[config.mk]
export PLATFORM = sky130hd
export DESIGN_NAME = assc_status_ctrl
export DESIGN_NICKNAME = d
export VERILOG_FILES = /design/src/rtl/assc_pkg.sv /design/src/rtl/assc_bit_timer.sv /design/src/rtl/assc_status_ctrl.sv
export VERILOG_INCLUDE_DIRS = /design/src /design/src/rtl
export SDC_FILE = /design/constraint.sdc
export NUM_CORES = 1
export LEC_CHECK = 0
export BUFFER_PORTS_ARGS = -buffer_cell sky130_fd_sc_hd__buf_2
export CAP_MARGIN = 20
export CORE_MARGIN = 5
export CORE_UTILIZATION = 55
export CTS_BUF_LIST = sky130_fd_sc_hd__clkbuf_8
export CTS_CLUSTER_DIAMETER = 120
export DETAILED_ROUTE_END_ITERATION = 16
export GPL_TIMING_DRIVEN = 0
export PLACE_DENSITY = 0.74
export SLEW_MARGIN = 20
export SYNTH_ARGS = -nofsm -noshare
export SYNTH_HDL_FRONTEND = slang
export SYNTH_SLANG_ARGS = --single-unit
[constraint.sdc]
create_clock -name ref_clk -period 8.05 [get_ports ref_clk]
set_clock_uncertainty 0.1 [all_clocks]
set_input_delay 0.4025 -clock ref_clk [delete_from_list [all_inputs] [get_ports ref_clk]]
set_output_delay 0.4025 -clock ref_clk [all_outputs]
set_load 0.02 [all_outputs]
[src/rtl/assc_cfg.svh]
`ifndef ASSC_CFG_SVH
`define ASSC_CFG_SVH

// register byte offsets
`define ASSC_OFS_CTRL1 8'h00
`define ASSC_OFS_CTRL2 8'h04
`define ASSC_OFS_CTRL3 8'h08
`define ASSC_OFS_STAT1 8'h0c
`define ASSC_OFS_STAT2 8'h10
`define ASSC_OFS_DATA 8'h14

// first control register fields
`define ASSC_C1_EN 0
`define ASSC_C1_M9 1
`define ASSC_C1_WAKE 2
`define ASSC_C1_PEN 3
`define ASSC_C1_PODD 4

// second_control_reg fields
`define ASSC_C2_TIE 7
`define ASSC_C2_TX_COMPLETE_IRQ_EN 6
`define ASSC_C2_RIE 5
`define ASSC_C2_IDLE_IRQ_EN 4
`define ASSC_C2_TE 3
`define ASSC_C2_RE 2
`define ASSC_C2_RWU 1
`define ASSC_C2_SBK 0

// ninth_bit_and_error_irq_ctrl fields, error enables sit at [3:0]
`define ASSC_C3_R8 7
`define ASSC_C3_T8 6

// primary_line_status fields
`define ASSC_S1_TDRE 7
`define ASSC_S1_TC 6
`define ASSC_S1_RDRF 5
`define ASSC_S1_IDLE 4
`define ASSC_S1_OVR 3
`define ASSC_S1_NF 2
`define ASSC_S1_FE 1
`define ASSC_S1_PE 0

// secondary_line_status fields
`define ASSC_S2_BKF 1
`define ASSC_S2_RBUSY 0

// reset values and frame lengths
`define ASSC_STAT1_RST 8'hc0
`define ASSC_CHAR8_BITS 4'ha
`define ASSC_CHAR9_BITS 4'hb
`define ASSC_CLKS_PER_BIT 16

`endif

[src/rtl/assc_pkg.sv]
package assc_pkg;

	// transmitter sequencer, one-hot
	typedef enum logic [6:0] {
		TX_IDLE = 7'h01,
		TX_PRE = 7'h02,
		TX_START = 7'h04,
		TX_DATA = 7'h08,
		TX_STOP = 7'h10,
		TX_BRK = 7'h20,
		TX_MARK = 7'h40
	} assc_tx_t;

	// receiver sequencer, one-hot
	typedef enum logic [3:0] {
		RX_IDLE = 4'h1,
		RX_START = 4'h2,
		RX_DATA = 4'h4,
		RX_STOP = 4'h8
	} assc_rx_t;

endpackage

[src/rtl/assc_bit_timer.sv]
`timescale 1ns/1ps
module assc_bit_timer #(
	parameter int CLKS = 16,
	localparam int CW = $clog2(CLKS)
) (
	input wire logic ref_clk,
	input wire logic rst,
	input wire logic ce,
	input wire logic hold,
	output logic [CW-1:0] count,
	output logic bit_end
);
	localparam logic [CW-1:0] LAST = CW'(CLKS - 1);

	typedef struct packed {
		logic [CW-1:0] cnt;
	} assc_tmr_t;

	assc_tmr_t st;
	assc_tmr_t next_st;

	if (CLKS < 4) begin : g_chk
		$error("bit timer needs at least four clocks per bit");
	end

	// held at zero so the first bit after release is a full period
	always_comb begin
		next_st = st;
		if (hold || st.cnt == LAST) begin
			next_st.cnt = '0;
		end else begin
			next_st.cnt = st.cnt + 1'b1;
		end
	end

	always_ff @(posedge ref_clk) begin
		if (rst) begin
			st <= '0;
		end else if (ce) begin
			st <= next_st;
		end
	end

	assign count = st.cnt;
	assign bit_end = !hold && st.cnt == LAST;
endmodule

[src/rtl/assc_status_ctrl.sv]
`timescale 1ns/1ps
`include "assc_cfg.svh"
module assc_status_ctrl #(
	parameter int CLKS_PER_BIT = `ASSC_CLKS_PER_BIT,
	parameter int ADDR_W = 8
) (
	input wire logic ref_clk,
	input wire logic rst,
	input wire logic ce,
	input wire logic psel,
	input wire logic penable,
	input wire logic pwrite,
	input wire logic [ADDR_W-1:0] paddr,
	input wire logic [31:0] pwdata,
	output logic [31:0] prdata,
	output logic pready,
	output logic pslverr,
	input wire logic rxd,
	output logic txd,
	output logic tx_irq_req,
	output logic rx_irq_req,
	output logic err_irq_req
);
	localparam int CW = $clog2(CLKS_PER_BIT);
	localparam int IW = $clog2(11 * CLKS_PER_BIT + 1);
	// the timer starts one clock after the line falls, so the window sits one count early
	localparam logic [CW-1:0] HALF = CW'(CLKS_PER_BIT / 2 - 1);

	typedef struct packed {
		logic [4:0] c1;
		logic [7:0] c2;
		logic [7:0] c3;
		logic [7:0] s1;
		logic break_detect_flag;
		logic [7:0] seen;
		logic seen_bk;
		logic [7:0] tdr;
		logic [7:0] rdr;
		logic [31:0] prdata;
		assc_pkg::assc_tx_t tst;
		logic [8:0] tsh;
		logic [3:0] tbit;
		logic pre_pend;
		logic te_q;
		logic txd;
		assc_pkg::assc_rx_t rxs;
		logic [8:0] rsh;
		logic [3:0] rbit;
		logic [1:0] smp;
		logic nz;
		logic re_q;
		logic idle_arm;
		logic bk_arm;
		logic [IW-1:0] icnt;
	} assc_state_t;

	localparam assc_state_t RST_ST = '{tst: assc_pkg::TX_IDLE, rxs: assc_pkg::RX_IDLE,
		s1: `ASSC_STAT1_RST, txd: 1'b1, default: '0};

	assc_state_t st;
	assc_state_t next_st;
	logic acc, wr, rd, hit, en, m9;
	logic [3:0] nbits, clen;
	logic [IW-1:0] idle_lim;
	logic [CW-1:0] rcount;
	logic tend, rend;
	logic rx_done, rx_brk, rx_load, idle_hit, maj, noisy, par;
	logic [7:0] d8;

	if (CLKS_PER_BIT < 4 || ADDR_W < 5) begin : g_chk
		$error("clocks per bit below four or address too narrow");
	end

	// one timer per direction, each held while its sequencer idles
	assc_bit_timer #(.CLKS(CLKS_PER_BIT)) u_tx_tmr (
		.ref_clk(ref_clk),
		.rst(rst),
		.ce(ce),
		.hold(st.tst == assc_pkg::TX_IDLE),
		.count(),
		.bit_end(tend)
	);

	assc_bit_timer #(.CLKS(CLKS_PER_BIT)) u_rx_tmr (
		.ref_clk(ref_clk),
		.rst(rst),
		.ce(ce),
		.hold(st.rxs == assc_pkg::RX_IDLE),
		.count(rcount),
		.bit_end(rend)
	);

	// bus decode and format selections
	assign acc = psel && penable;
	assign wr = acc && pwrite;
	assign rd = acc && !pwrite;
	assign hit = paddr[ADDR_W-1:0] <= ADDR_W'(`ASSC_OFS_DATA) && paddr[1:0] == 2'b00;
	assign en = st.c1[`ASSC_C1_EN];
	assign m9 = st.c1[`ASSC_C1_M9];
	assign nbits = m9 ? 4'h9 : 4'h8;
	assign clen = m9 ? `ASSC_CHAR9_BITS : `ASSC_CHAR8_BITS;
	assign idle_lim = IW'(clen * CLKS_PER_BIT);
	// three samples around mid-bit, majority decides, any split is noise
	assign maj = (st.smp[0] & st.smp[1]) | (st.smp[0] & rxd) | (st.smp[1] & rxd);
	assign noisy = !(st.smp[0] == st.smp[1] && st.smp[1] == rxd);
	assign d8 = m9 ? st.rsh[7:0] : st.rsh[8:1];
	assign par = ^(m9 ? st.rsh : {1'b0, st.rsh[8:1]}) ^ st.c1[`ASSC_C1_PODD];

	always_comb begin
		next_st = st;
		rx_done = 1'b0;
		rx_brk = 1'b0;
		rx_load = 1'b0;
		idle_hit = 1'b0;

		// setup phase: capture read data so it comes from a flop
		if (psel && !penable) begin
			case (paddr)
				ADDR_W'(`ASSC_OFS_CTRL1): next_st.prdata = {27'h0, st.c1};
				ADDR_W'(`ASSC_OFS_CTRL2): next_st.prdata = {24'h0, st.c2};
				ADDR_W'(`ASSC_OFS_CTRL3): next_st.prdata = {24'h0, st.c3};
				ADDR_W'(`ASSC_OFS_STAT1): next_st.prdata = {24'h0, st.s1};
				ADDR_W'(`ASSC_OFS_STAT2): next_st.prdata = {30'h0, st.break_detect_flag,
					st.rxs != assc_pkg::RX_IDLE};
				ADDR_W'(`ASSC_OFS_DATA): next_st.prdata = {24'h0, st.rdr};
				default: next_st.prdata = 32'h0;
			endcase
		end

		// access phase writes
		if (wr) begin
			case (paddr)
				ADDR_W'(`ASSC_OFS_CTRL1): next_st.c1 = pwdata[4:0];
				ADDR_W'(`ASSC_OFS_CTRL2): begin
					next_st.c2 = pwdata[7:0];
					// enables cannot change while the module is off
					if (!en) begin
						next_st.c2[`ASSC_C2_TE] = st.c2[`ASSC_C2_TE];
						next_st.c2[`ASSC_C2_RE] = st.c2[`ASSC_C2_RE];
					end
				end
				ADDR_W'(`ASSC_OFS_CTRL3): next_st.c3[6:0] = {pwdata[6], 2'b00, pwdata[3:0]};
				ADDR_W'(`ASSC_OFS_DATA): begin
					next_st.tdr = pwdata[7:0];
					if (st.seen[`ASSC_S1_TDRE]) next_st.s1[`ASSC_S1_TDRE] = 1'b0;
					next_st.seen[`ASSC_S1_TDRE] = 1'b0;
				end
				default: ;
			endcase
		end

		// access phase reads: status reads arm, data read clears what was seen in status bits 5:0 and the break flag
		if (rd) begin
			case (paddr)
				ADDR_W'(`ASSC_OFS_STAT1): next_st.seen = st.prdata[7:0];
				ADDR_W'(`ASSC_OFS_STAT2): next_st.seen_bk = st.prdata[`ASSC_S2_BKF];
				ADDR_W'(`ASSC_OFS_DATA): begin
					next_st.s1[5:0] = st.s1[5:0] & ~st.seen[5:0];
					next_st.break_detect_flag = st.break_detect_flag & !st.seen_bk;
					next_st.seen[5:0] = 6'h0;
					next_st.seen_bk = 1'b0;
				end
				default: ;
			endcase
		end

		// transmitter: break wins over preamble, preamble over data
		next_st.te_q = st.c2[`ASSC_C2_TE];
		if (st.c2[`ASSC_C2_TE] && !st.te_q) next_st.pre_pend = 1'b1;
		if (!en) begin
			next_st.tst = assc_pkg::TX_IDLE;
			next_st.pre_pend = 1'b0;
		end else begin
			unique case (st.tst)
				assc_pkg::TX_IDLE: begin
					next_st.tbit = 4'h0;
					if (st.c2[`ASSC_C2_TE]) begin
						if (st.c2[`ASSC_C2_SBK]) begin
							next_st.tst = assc_pkg::TX_BRK;
							next_st.pre_pend = 1'b0;
						end else if (st.pre_pend) begin
							next_st.tst = assc_pkg::TX_PRE;
							next_st.pre_pend = 1'b0;
						end else if (!st.s1[`ASSC_S1_TDRE]) begin
							// ninth bit or parity rides with the data
							if (m9) begin
								next_st.tsh = {st.c1[`ASSC_C1_PEN] ? ^st.tdr ^ st.c1[`ASSC_C1_PODD]
									: st.c3[`ASSC_C3_T8], st.tdr};
							end else begin
								next_st.tsh = {1'b0, st.c1[`ASSC_C1_PEN] ?
									^st.tdr[6:0] ^ st.c1[`ASSC_C1_PODD] : st.tdr[7], st.tdr[6:0]};
							end
							next_st.s1[`ASSC_S1_TDRE] = 1'b1;
							next_st.tst = assc_pkg::TX_START;
						end
					end
				end
				assc_pkg::TX_PRE: if (tend) begin
					if (st.tbit == clen - 4'h1) next_st.tst = assc_pkg::TX_IDLE;
					else next_st.tbit = st.tbit + 4'h1;
				end
				assc_pkg::TX_START: if (tend) next_st.tst = assc_pkg::TX_DATA;
				assc_pkg::TX_DATA: if (tend) begin
					next_st.tsh = st.tsh >> 1;
					if (st.tbit == nbits - 4'h1) next_st.tst = assc_pkg::TX_STOP;
					else next_st.tbit = st.tbit + 4'h1;
				end
				assc_pkg::TX_STOP: if (tend) next_st.tst = assc_pkg::TX_IDLE;
				assc_pkg::TX_BRK: if (tend) begin
					// zeros for the full frame; held control repeats with no gap
					if (st.tbit == clen - 4'h1) begin
						next_st.tbit = 4'h0;
						if (!st.c2[`ASSC_C2_SBK]) next_st.tst = assc_pkg::TX_MARK;
					end else begin
						next_st.tbit = st.tbit + 4'h1;
					end
				end
				assc_pkg::TX_MARK: if (tend) next_st.tst = assc_pkg::TX_IDLE;
				default: next_st.tst = assc_pkg::TX_IDLE;
			endcase
		end
		next_st.txd = !(next_st.tst == assc_pkg::TX_START || next_st.tst == assc_pkg::TX_BRK)
			&& (next_st.tst != assc_pkg::TX_DATA || next_st.tsh[0]);
		// disabled module forces both transmit flags
		if (!en) next_st.s1[`ASSC_S1_TDRE] = 1'b1;
		next_st.s1[`ASSC_S1_TC] = !en || (next_st.s1[`ASSC_S1_TDRE] && !next_st.pre_pend
			&& next_st.tst == assc_pkg::TX_IDLE
			&& !(st.c2[`ASSC_C2_TE] && st.c2[`ASSC_C2_SBK]));

		// receiver sampling
		next_st.re_q = st.c2[`ASSC_C2_RE];
		if (st.c2[`ASSC_C2_RE] && !st.re_q) next_st.idle_arm = 1'b0;
		if (rcount == HALF - 1'b1) next_st.smp[0] = rxd;
		if (rcount == HALF) next_st.smp[1] = rxd;
		if (!en || !st.c2[`ASSC_C2_RE]) begin
			next_st.rxs = assc_pkg::RX_IDLE;
			next_st.icnt = '0;
		end else begin
			unique case (st.rxs)
				assc_pkg::RX_IDLE: begin
					if (!rxd) begin
						next_st.rxs = assc_pkg::RX_START;
						next_st.icnt = '0;
					end else begin
						next_st.bk_arm = 1'b1;
						if (st.icnt != idle_lim) next_st.icnt = st.icnt + 1'b1;
						idle_hit = st.icnt == idle_lim - 1'b1;
					end
				end
				assc_pkg::RX_START: begin
					if (rcount == HALF + 1'b1) begin
						next_st.nz = noisy;
						if (maj) next_st.rxs = assc_pkg::RX_IDLE;
					end
					if (rend) begin
						next_st.rxs = assc_pkg::RX_DATA;
						next_st.rbit = 4'h0;
					end
				end
				assc_pkg::RX_DATA: begin
					if (rcount == HALF + 1'b1) begin
						next_st.rsh = {maj, st.rsh[8:1]};
						next_st.nz = st.nz | noisy;
					end
					if (rend) begin
						if (st.rbit == nbits - 4'h1) next_st.rxs = assc_pkg::RX_STOP;
						else next_st.rbit = st.rbit + 4'h1;
					end
				end
				assc_pkg::RX_STOP: if (rcount == HALF + 1'b1) begin
					rx_done = 1'b1;
					rx_brk = !maj && !(|d8) && !(m9 && st.rsh[8]);
					next_st.rxs = assc_pkg::RX_IDLE;
				end
				default: next_st.rxs = assc_pkg::RX_IDLE;
			endcase
		end

		// idle line: flag only once armed, and it may wake the receiver
		if (idle_hit) begin
			if (st.idle_arm) begin
				next_st.s1[`ASSC_S1_IDLE] = 1'b1;
				next_st.idle_arm = 1'b0;
			end
			if (!st.c1[`ASSC_C1_WAKE]) next_st.c2[`ASSC_C2_RWU] = 1'b0;
		end

		// character complete; flag sets come after the clears so they win
		if (rx_done) begin
			if (rx_brk) begin
				if (st.bk_arm) next_st.break_detect_flag = 1'b1;
				next_st.bk_arm = 1'b0;
				next_st.s1[`ASSC_S1_FE] = 1'b1;
				next_st.s1[`ASSC_S1_RDRF] = 1'b1;
				next_st.rdr = 8'h00;
				if (m9) next_st.c3[`ASSC_C3_R8] = 1'b0;
			end else if (!st.c2[`ASSC_C2_RWU] || (st.c1[`ASSC_C1_WAKE] && st.rsh[8])) begin
				next_st.c2[`ASSC_C2_RWU] = 1'b0;
				if (next_st.s1[`ASSC_S1_RDRF]) begin
					next_st.s1[`ASSC_S1_OVR] = 1'b1;
				end else begin
					rx_load = 1'b1;
					next_st.rdr = d8;
					next_st.c3[`ASSC_C3_R8] = m9 ? st.rsh[8] : d8[7];
					next_st.s1[`ASSC_S1_RDRF] = 1'b1;
					next_st.idle_arm = 1'b1;
					if (!maj) next_st.s1[`ASSC_S1_FE] = 1'b1;
					if (st.c1[`ASSC_C1_PEN] && par) next_st.s1[`ASSC_S1_PE] = 1'b1;
					if (st.nz || noisy) next_st.s1[`ASSC_S1_NF] = 1'b1;
				end
			end
		end
	end

	// reset leaves both data buffers and the received ninth bit alone
	always_ff @(posedge ref_clk) begin
		if (rst) begin
			st <= RST_ST;
			st.rdr <= st.rdr;
			st.tdr <= st.tdr;
			st.c3[`ASSC_C3_R8] <= st.c3[`ASSC_C3_R8];
		end else if (ce) begin
			st <= next_st;
		end
	end

	assign prdata = st.prdata;
	assign pready = 1'b1;
	assign pslverr = acc && !hit;
	assign txd = st.txd;
	// request lines are gated flop outputs; standby hides receive requests
	assign tx_irq_req = en && ((st.s1[`ASSC_S1_TDRE] && st.c2[`ASSC_C2_TIE])
		|| (st.s1[`ASSC_S1_TC] && st.c2[`ASSC_C2_TX_COMPLETE_IRQ_EN]));
	assign rx_irq_req = !st.c2[`ASSC_C2_RWU] && ((st.s1[`ASSC_S1_RDRF] && st.c2[`ASSC_C2_RIE])
		|| (st.s1[`ASSC_S1_IDLE] && st.c2[`ASSC_C2_IDLE_IRQ_EN]));
	assign err_irq_req = |(st.s1[3:0] & st.c3[3:0]);
endmodule

# Yosys cells after proc, flatten, opt, wreduce, memory -nomap -nowiden
# Cells that the tools add are included.
# classes
n_mux	127
n_addsub	8
n_lt_le_gt_ge	1
n_reduce_logical	90
n_eq_ne	56
bitwise	15
# ops
cell	count
7-bit 2-to-1 mux	12
4-bit 2-to-1 mux	19
1-bit 2-to-1 mux	64
16-bit 2-to-1 mux	3
8-bit 2-to-1 mux	6
8-bit one-hot mux with 6 select lines	1
9-bit 2-to-1 mux	5
7-bit one-hot mux with 6 select lines	1
2-bit != test (second input constant)	16
4-bit one-hot mux with 4 select lines	2
1-bit logical AND	27
3-bit AND reduction	7
20-bit 2-to-1 mux	1
1-bit zero test	18
9-bit one-hot mux with 2 select lines	1
4-bit by 1-bit adder with 4-bit output (second input constant)	4
4-bit equality test (second input constant)	4
8-bit by 4-bit equality test with 1-bit output (second input constant)	2
8-bit by 5-bit equality test with 1-bit output (second input constant)	2
8-bit AND reduction	2
7-bit by 1-bit equality test with 1-bit output (second input constant)	2
7-bit by 3-bit equality test with 1-bit output (second input constant)	2
7-bit by 6-bit equality test with 1-bit output (second input constant)	2
4-bit by 3-bit equality test with 1-bit output (second input constant)	3
49 further kinds	91
# totals
register_bits	147
output_inout_bits	38
elab_cells	331
in_bits	47

# Longest topological paths before layout
# Gate-level depths: netlist of run 1.
# logic_depth
word_depth	14
ltp_mapped	10
ltp_nobuf	8

# Hierarchy
# Synthesis of run 1 repeated with hierarchy kept, for this count alone.
# unflattened
hier_cells	811
hier_area_um2	6880.3
# modules_own_cells
module	instances	cells_per_inst	area_per_inst_um2
assc_status_ctrl	1	773	6495.0
assc_bit_timer	2	19	192.7

# Least setup slack after synthesis of run 1
# No wires, ideal clock.
# synth_timing
path_type	reg2reg
start	register st (netlist bit m9)
end	register st[86] in the netlist's numbering (enable)
setup_time_ps	383
t_arrival_ps	2713
slack_ps	4854
synth_period_minus_slack_ps	3196
stages_incl_launch_ff	10
n_path_buf	2
path_cell_list	dfxtp_1 buf_2 buf_1 mux2i_1 ha_1 nand4_1 nor3b_1 and4_1 a21oi_1 nor3_1
# synth_via
elab_chain_cells	10
elab_cells_between_ends	13
cone_classes	1 x eq/ne; 4 x mux; 8 x reduce/logical
# synth_lines
item	line_no	rtl
from (decl)	assc_status_ctrl.sv:60	assc_state_t st;
from (signal assigned)	assc_status_ctrl.sv:323	st <= next_st;
8-bit 2-to-1 mux	assc_status_ctrl.sv:106	assign d8 = m9 ? st.rsh[7:0] : st.rsh[8:1];
8-bit OR reduction	assc_status_ctrl.sv:272	rx_brk = !maj && !(|d8) && !(m9 && st.rsh[8]);
1-bit zero test	assc_status_ctrl.sv:272	
1-bit logical AND	assc_status_ctrl.sv:272	
1-bit logical AND *	assc_status_ctrl.sv:272	
1-bit 2-to-1 mux *	assc_status_ctrl.sv:270	assc_pkg::RX_STOP: if (rcount == HALF + 1'b1) begin
1-bit 2-to-1 mux *	assc_status_ctrl.sv:239	unique case (st.rxs)
1-bit 2-to-1 mux *	assc_status_ctrl.sv:235	if (!en || !st.c2[`ASSC_C2_RE]) begin
2-bit != test (no source line) or 2-bit nonzero test (tied branches)	-	
5-bit AND reduction (no source line) *	-	
# Every way passes the cells marked *; elsewhere a longest branch is shown, timed or not.
# A chain may end at the register's enable or synchronous reset.

# Final worst setup path of run 1
# layout_timing
start	register st (netlist bit m9)
end	register st[90] in the netlist's numbering (enable)
# Same word-level chain as after synthesis.

==> results_dict.tcl, run 1 <==
set metrics [dict create \
    power_frac_clock_pct 44.1 \
    port_buffers 35 \
    endpoint_kind "flip-flop" \
    seqPwrFrac_pct 49.7 \
    yosysMostFrequentCell "nor2_1" \
    cp_max_fo 10 \
    io-pin-count 85 \
    place.gp.congestion 1.01 \
    instances_no_fill 1064 \
    cp_data_required_time_ns 8.03 \
    cp_slowest_stage_delay_ns 0.64 \
    hold_class "in2reg" \
    worst_pin_slew_ns 0.901 \
    syn_area_um2 6890 \
    drtPass1Iterations 7 \
    syn_area_per_cell_um2 8.60 \
    final.setup.tns_ns 0 \
    htreeDepth 4 \
    drtAntennaViolNets 0 \
    core_um2 12500 \
    async_reset_ff_share_pct 0 \
    insertion_delay_ns 0.45 \
    start_util_pct 55.3 \
    nets 940 \
    cp_cell_sequence "buf_2 > buf_1 > mux2i_1 > ha_1 > nand4_1 > nor3b_1 > and4_1 > a21oi_1 > nor3_2" \
    clk_path_buf_depth 2 \
    via_per_inst 5.99 \
    seq_area_frac_synth_pct 37.9 \
    status "complete, no violations" \
    yosysTopAreaCell "dfxtp_1" \
    place_ws_ns 3.92 \
    cts_root_buf "clkbuf_8" \
    cp-start-kind "flip-flop" \
    cts_setup_buffers 0 \
    grt_pass1_vias 6152 \
    area.growth.synth_to_final_pct 12.7 \
    drc 0 \
    cts_sinks 122 \
    critPathKind "reg2reg" \
    synth-edff-count 17 \
    insertedDiodeCount 0 \
    max_freq_mhz 259 \
    cts-hold-fix-buffers 0 \
    powerDensity_nw_per_um2 160 \
    power.leakage_nw 2.95 \
    clk_pin_slew_worst_paths_ns 0.07 \
    yosysWarnings 0 \
    vdd_drop_max_mv 0.122 \
    finalSetupViolCount 0 \
    report.final.slew_viol_count 0 \
    crit_family "simple AND/OR/NAND/NOR gates" \
    rsz0062_at_grt "false" \
    cap_violations 0 \
    grt_pass1_wl_um 31200 \
    period_share_pct 48.0 \
    hold_viol 0 \
    synthFlopType "dfxtp_1" \
    cts_tree "built" \
    ys_ff_latch 122 \
    fp-row-count 41 \
    wire_per_inst_um 18.6 \
    syn_inst 802 \
    antenna_found_initial 0 \
    grt_max_degree 17 \
    layout_setup_ws_ns 4.18 \
    p_sw_mw 0.317 \
    synth.top_cells.by_count "110 x nor2_1, 105 x dfxtp_1, 63 x nand2_1, 52 x a21oi_1, 48 x mux2i_1" \
    cpMaxStageDelayCell "buf_1" \
    relSlewSlack_pct 39.1 \
    fin_crit_ns 3.87 \
    drt_iter0_markers 609 \
    yosys-top-cells-area "dfxtp_1 30%, edfxtp_1 7.4%, mux2i_1 7.0%" \
    grt_use_total_pct 27.1 \
    overflow 0 \
    die_x_um 122 \
    drive_above_1_share_pct 15.8 \
    netlist.area_leader.share_pct 30.5 \
    sw_frac_of_total_pct 25.6 \
    dieHeight_um 122 \
    worstPathArrival_ns 3.85 \
    p_int_mw 0.924 \
    combPwrFrac_pct 6.1 \
    fillCellCount 1132 \
    dp.cells 1032 \
    holdWs_ns 0.0549 \
    ctsResizeCount 0 \
    vias 6373 \
    hpwl_um 14600 \
    crit_buf_inv 2 \
    drt_wl_total_um 19800 \
    synth_cell_type_count 84 \
    cts_buffers 17 \
    die_area_um2 14900 \
]
==> per-stage QoR <==
step / area [um2] / util (%) / total power, mW
after floorplan: 6980 / - / 0.679
after global placement: 7370 / 59.1 / 0.704
after detailed placement: 7370 / 59.1 / 0.705
after CTS: 7760 / 62.3 / 1.25
after global routing: 7770 / 62.3 / 1.28
final: 7770 / 62.3 / 1.24
==> final timing paths <==
check             slack [ns]  depth (start not counted)                   end                  from
setup / recovery        4.18                          9  st[90]$_SDFFCE_PP0P_       m9$_SDFFE_PP0P_
hold / removal          0.05                          1      st[99]$_DFFE_PP_             pwdata[5]
setup reg to reg        4.18                          9  st[90]$_SDFFCE_PP0P_       m9$_SDFFE_PP0P_
hold reg to reg         0.36                          2  st[102]$_SDFFE_PP0P_  st[102]$_SDFFE_PP0P_
==> routing by layer <==
layer / track usage (%) / vias to the layer above / part of all wire, %
met5: 0 / - / 0
met4: 9.10 / 0 / 1.8
met3: 7.29 / 41 / 8.3
met2: 44.1 / 276 / 48
met1: 35.0 / 3057 / 42
li1: - / 2999 / -
==> power groups by stage <==
stage / logic [mW] / clock network, mW / registers (mW)
2_1_floorplan: 0.0483 / 0 / 0.631
3_3_place_gp: 0.0727 / 0 / 0.631
3_5_place_dp: 0.0736 / 0 / 0.631
4_1_cts: 0.0739 / 0.554 / 0.617
5_1_grt: 0.0812 / 0.585 / 0.617
6_report: 0.0762 / 0.548 / 0.617
==> state kept, by name, summed over array words and instances, names as in the netlist <==
register        count
prdata              8
u_tx_tmr.count      4
txd                 1
u_rx_tmr.count      4
en                  1
st                101
next_st             2
m9                  1
==> logic make-up after synthesis <==
kind of cell | Yosys count | synth area share, %
and+or+nand+nor | 325 | 24.7
AOI/OAI and AO/OA | 175 | 17.2
DFF | 122 | 37.9
buffers and inverters | 90 | 7.08
muxes | 49 | 7.13
xor gates and xnor gates | 25 | 3.39
adders and majority gates | 14 | 2.54
other | 2 | 0.109
==> cell usage in the layout, fill, tap and decap left out, drive strengths merged, types with 7 or more instances in the layout <==
cell	count
o22ai	7
conb	25
clkbuf	41
nor3b	7
nand4	10
o21ai	32
xor2	7
dfxtp	105
o211ai	7
a211oi	7
a22oi	28
buf	86
nor3	16
nand2	63
a21oi	52
xnor2	17
and3	13
edfxtp	17
and2	11
nand2b	8
inv	20
nor2b	10
nor2	111
ha	14
nand3	27
mux2i	48
==> area by class of cell <==
type	instances	area (um2)	share of cell area (%)
tap	172	215	2.77
buffer	74	428	5.51
clock inverter	14	146	1.88
clock buffer	18	248	3.19
sequential	122	2610	33.6
timing repair buffer	35	175	2.25
multi-input combinational	613	3880	50.0
inverter	16	60.1	0.773
Note: power is estimated with default switching activity, not from simulation.
==> run 2: changes to the inputs <==
Clock period 8.05 ns to 3.7 ns, I/O delays scaled along.
==> run 2 against run 1 <==
  * Sequential share of layout area shrank 0.37 points
  * Sequential cell count is the same
  * Largest power group unchanged
  * Via count shrank 0.22%
  * Critical path depth shrank 1
  * Non-clock buffer count grew 8
  * Largest cell class unchanged
  * Global-route usage is essentially flat
  * Routed wire length grew 0.37%
  * Combinational power grew 130%
  * Critical endpoint is now st[86]$_SDFFCE_PP0P_
==> results_dict.tcl, run 2 (synthesized netlist as in run 1, its figures left out) <==
set metrics [dict create \
    grt_pass1_wl_um 31300 \
    mostFrequentLayoutCell "nor2_1" \
    final_area_um2 7860 \
    cap_violations 0 \
    cp_data_required_time_ns 3.69 \
    io-pin-count 85 \
    wire_per_inst_um 18.5 \
    final_cell_mix "110 x nor2_1, 105 x dfxtp_1, 63 x nand2_1, 52 x a21oi_1, 48 x mux2i_1" \
    htreeDepth 4 \
    endpoint_kind "flip-flop" \
    fin_crit_ns 3.43 \
    critPathKind "reg2reg" \
    die_x_um 122 \
    placedInstanceArea_um2 7370 \
    rsz0062_at_grt "false" \
    report.final.slew_viol_count 0 \
    powerDensity_nw_per_um2 345 \
    grt_use_total_pct 27.2 \
    status "complete, no violations" \
    cp_slowest_stage_delay_ns 0.55 \
    largest_reg_flops 101 \
    start_util_pct 55.3 \
    power.leakage_nw 2.99 \
    grt_pass1_vias 6193 \
    place.gp.congestion 1.01 \
    nets 948 \
    cp_cell_sequence "buf_2 > mux2i_1 > ha_1 > nand4_1 > nor3b_1 > and4_1 > a21oi_1 > nor3_2" \
    insertion_delay_ns 0.45 \
    drtAntennaViolNets 0 \
    die_area_um2 14900 \
    overflow 0 \
    cpMaxStageDelayCell "nor3_2" \
    drtPass1Iterations 6 \
    holdWs_ns 0.0438 \
    port_buffers 35 \
    cts_tree "built" \
    drc 0 \
    drive_above_1_share_pct 15.7 \
    fp-row-count 41 \
    cts_sinks 122 \
    drt_wl_total_um 19800 \
    insertedDiodeCount 0 \
    dieHeight_um 122 \
    vias 6359 \
    clk_pin_slew_worst_paths_ns 0.07 \
    antenna_found_initial 0 \
    worstPathArrival_ns 3.41 \
    core_um2 12500 \
    vdd_drop_max_mv 0.265 \
    r2r_setup_slack_ns 0.27 \
    worst_pin_slew_ns 0.855 \
    cts_root_buf "clkbuf_8" \
    hpwl_um 14600 \
    cts_setup_buffers 0 \
    hold_class "in2reg" \
    hold_viol 0 \
    drt_iter0_markers 573 \
    clk_path_buf_depth 2 \
    finalSetupViolCount 0 \
    via_per_inst 5.93 \
    max_freq_mhz 292 \
    area.growth.synth_to_final_pct 14.0 \
    period_share_pct 92.6 \
    regMostFlops "st" \
    relSlewSlack_pct 42.2 \
    cp-start-kind "flip-flop" \
    cts_buffers 17 \
    grt_max_degree 20 \
    cp_max_fo 19 \
    fillCellCount 1123 \
]
==> run 2: changes by cell type in the layout (fill, tap and decap cells not counted), sizes merged <==
cell,delta
dlygate4sd3,+9
buf,-1
==> run 2: worst max-delay path: cells and delay by family (launching register included) <==
kind | cells | cell delay (ns)
compound gates | 1 | 0.11
fa+ha+maj | 1 | 0.19
buf+inv | 1 | 0.50
flops | 1 | 0.43
mux | 1 | 0.33
simple gates | 4 | 1.40
==> run 2: path summary, 6_finish.rpt <==
kind / start / depth (start not counted) / end
setup reg to reg: m9$_SDFFE_PP0P_ / 8 / st[86]$_SDFFCE_PP0P_
hold reg to reg: st[102]$_SDFFE_PP0P_ / 2 / st[102]$_SDFFE_PP0P_
hold / removal: paddr[3] / 4 / st[102]$_SDFFE_PP0P_
setup / recovery: m9$_SDFFE_PP0P_ / 8 / st[86]$_SDFFCE_PP0P_
==> run 2: cell type report <==
cell class	instances	area, um2	share of cell area, %
Buffer	73	424	5.40
Clock buffer	18	248	3.15
Clock inverter	14	146	1.86
Inverter	16	60.1	0.764
Multi-Input combinational cell	613	3880	49.5
Sequential cell	122	2610	33.3
Tap cell	172	215	2.74
Timing Repair Buffer	44	265	3.38
==> run 2: routing by layer <==
metal	wire [um]	vias up	track usage, %
met5	0	-	0
met4	326	0	9.10
met3	1700	34	6.96
met2	9550	270	44.5
met1	8270	3032	35.1
li1	-	3023	-
==> run 2: where the power goes <==
group / switching (mW) / internal, mW / leakage, nW / total (mW)
Clock: 0.573 / 0.618 / 0.191 / 1.19
Combinational: 0.116 / 0.0575 / 1.82 / 0.174
Sequential: 0.00229 / 1.34 / 0.980 / 1.34
Total: 0.691 / 2.02 / 2.99 / 2.71
==> run 2: what timing repair did <==
| action | 4_1_cts | 5_1_grt |
|---|---|---|
| setup endpoints to repair | 8 | 0 |
| hold endpoints to repair | 28 | 0 |
| hold buffers | 9 | 0 |
| gates resized for setup | 1 | 0 |
==> run 2: through the flow <==
step | util (%) | total power, mW | setup TNS (ns) | worst slack, ns | cells
4_1_cts | 63.0 | 2.72 | 0 | 0.292 | 1072
3_3_place_gp | 59.1 | 1.53 | -3.03 | -0.379 | 1032
5_1_grt | 63.0 | 2.80 | 0 | 0.0669 | 1072
3_5_place_dp | 59.1 | 1.53 | -3.44 | -0.431 | 1032
6_report | 63.0 | 2.71 | 0 | 0.274 | 1072
2_1_floorplan | - | 1.48 | 0 | 0.504 | 825
==> run 3: changes to the inputs <==
Settings changed: CAP_MARGIN 20 to unset.
Clock period 3.7 ns to 3.6 ns, I/O delays scaled along.
==> run 3 against run 2 <==
  * Die area is the same
  * Clock power is essentially flat
  * Combinational power grew 3%
  * Largest power group unchanged
  * Cell count is the same
  * Routed wire length shrank 0.20%
  * Cell area is essentially flat
  * Largest cell class unchanged
  * Utilization grew 0.050 points
  * Non-clock buffer count is the same
  * Sequential share of layout area is essentially flat
  * Highest routed layer unchanged
  * Power grew 2.6%
  * Critical path depth is the same
==> results_dict.tcl, run 3 (synthesized netlist as in run 1, its figures left out) <==
set metrics [dict create \
    hpwl_um 14600 \
    grt_max_degree 20 \
    endpoint_kind "flip-flop" \
    cts_sinks 122 \
    drtAntennaViolNets 0 \
    r2r-end "st[90]$_SDFFCE_PP0P_" \
    p_int_mw 2.07 \
    place.gp.congestion 1.01 \
    status "complete, no violations" \
    power.leakage_nw 2.99 \
    port_buffers 35 \
    insertedDiodeCount 0 \
    drc 0 \
    regMostFlops "st" \
    clk_pin_slew_worst_paths_ns 0.07 \
    drtPass1Iterations 6 \
    grt_pass1_wl_um 31300 \
    mostFrequentLayoutCell "nor2_1" \
    cpMaxStageDelayCell "buf_2" \
    fp-row-count 41 \
    dieHeight_um 122 \
    cts_buffers 17 \
    area.growth.synth_to_final_pct 14.0 \
    holdWs_ns 0.0511 \
    cp-start-kind "flip-flop" \
    multi_input_area_um2 3890 \
    wire_per_inst_um 18.5 \
    die_x_um 122 \
    start_util_pct 55.3 \
    power_frac_clock_pct 43.9 \
    cp_max_fo 19 \
    cp_slowest_stage_delay_ns 0.50 \
    powerDensity_nw_per_um2 353 \
    hold_path_startpoint "paddr[3]" \
    worstPathArrival_ns 3.27 \
    sw_frac_of_total_pct 25.4 \
    core_um2 12500 \
    report.final.slew_viol_count 0 \
    finalSetupViolCount 0 \
    drt_wl_total_um 19800 \
    final_cell_mix "110 x nor2_1, 105 x dfxtp_1, 63 x nand2_1, 52 x a21oi_1, 48 x mux2i_1" \
    hold_viol 0 \
    worst_pin_slew_ns 0.916 \
    vdd_drop_max_mv 0.275 \
    antenna_found_initial 0 \
    cp_data_required_time_ns 3.60 \
    fillCellCount 1121 \
    nets 948 \
    hold_path_end "st[102]$_SDFFE_PP0P_" \
    overflow 0 \
    final_area_um2 7860 \
    regArea_um2 2610 \
    placedInstanceArea_um2 7370 \
    clk_path_buf_depth 2 \
    final.setup.tns_ns 0 \
    r2r_setup_slack_ns 0.33 \
    critPathKind "reg2reg" \
    grt_pass1_vias 6193 \
    p_sw_mw 0.704 \
    drt_iter0_markers 608 \
    die_area_um2 14900 \
    fin_crit_ns 3.27 \
    grt_use_total_pct 27.2 \
    holdPathStages 4 \
    drive_above_1_share_pct 15.7 \
    cap_violations 0 \
    power_mw 2.78 \
    cts_root_buf "clkbuf_8" \
    seqPwrFrac_pct 49.7 \
    cp_cell_sequence "buf_2 > mux2i_1 > ha_1 > nand4_1 > nor3b_1 > and4_1 > a21oi_1 > nor3_4" \
    reg2regPathDepth 8 \
    relSlewSlack_pct 38.1 \
    htreeDepth 4 \
    largest_reg_flops 101 \
    insertion_delay_ns 0.44 \
    period_share_pct 90.9 \
    hold_class "in2reg" \
    rsz0062_at_grt "false" \
    cts_tree "built" \
    io-pin-count 85 \
    r2r_start "m9$_SDFFE_PP0P_" \
    cts_setup_buffers 0 \
    max_freq_mhz 306 \
    vias 6379 \
    combPwrFrac_pct 6.4 \
    via_per_inst 5.95 \
]
[run 3: changes by cell type in the layout (fill, tap and decap cells not counted)]
cell	change
nor3_4	+1
nor3_2	-1
[run 3: power by group through the flow]
stage / sequential [mW] / combinational [mW] / clock, mW
6_report: 1.38 / 0.179 / 1.22
5_1_grt: 1.38 / 0.190 / 1.31
4_1_cts: 1.38 / 0.173 / 1.24
3_5_place_dp: 1.41 / 0.165 / 0
3_3_place_gp: 1.41 / 0.163 / 0
2_1_floorplan: 1.41 / 0.108 / 0
[run 3: how the worst max path moves through the flow]
stage,startpoint,end,slack [ns],cells past startpoint
global route,m9$_SDFFE_PP0P_,st[91]$_SDFFCE_PP0P_,0.11,8
detailed placement,m9$_SDFFE_PP0P_,st[91]$_SDFFCE_PP0P_,-0.53,9
floorplan,m9$_SDFFE_PP0P_,st[86]$_SDFFCE_PP0P_,0.40,9
finish,m9$_SDFFE_PP0P_,st[90]$_SDFFCE_PP0P_,0.33,8
global placement,m9$_SDFFE_PP0P_,st[91]$_SDFFCE_PP0P_,-0.48,9
CTS,m9$_SDFFE_PP0P_,st[90]$_SDFFCE_PP0P_,0.19,8
[run 3: what timing repair did]
| action | CTS | global route |
|---|---|---|
| setup endpoints to repair | 9 | 8 |
| endpoints found under the hold margin | 28 | 0 |
| hold buffers | 9 | 0 |
| gates resized for setup | 1 | 1 |
[run 3: layout make-up]
class | instances | area share, %
sequential | 122 | 33.2
inverter | 16 | 0.764
clock buffer | 18 | 3.15
multi-input combinational | 613 | 49.5
tap | 172 | 2.74
timing repair buffer | 44 | 3.37
buffer | 73 | 5.39
clock inverter | 14 | 1.86
[run 3: per-layer routing]
| layer | vias to the layer above | share of wire, % | GRT usage (%) |
|---|---|---|---|
| li1 | 3016 | - | - |
| met1 | 3030 | 41 | 35.1 |
| met2 | 299 | 48 | 44.5 |
| met3 | 34 | 8.9 | 6.96 |
| met4 | 0 | 1.7 | 9.10 |
| met5 | - | 0 | 0 |
[run 3: metrics by stage]
| stage | utilization (%) | setup WS (ns) | instances |
|---|---|---|---|
| 2_1_floorplan | - | 0.404 | 825 |
| 3_3_place_gp | 59.1 | -0.479 | 1032 |
| 3_5_place_dp | 59.1 | -0.531 | 1032 |
| 4_1_cts | 63.0 | 0.192 | 1072 |
| 5_1_grt | 63.1 | 0.114 | 1072 |
| 6_report | 63.1 | 0.328 | 1072 |
[run 3: worst max-delay path: cells and delay by family, from the launching register on]
kind | cells | cell delay [ns]
simple gates | 4 | 1.24
buf+inv | 1 | 0.50
flops | 1 | 0.44
mux | 1 | 0.33
fa+ha+maj | 1 | 0.18
compound gates | 1 | 0.13
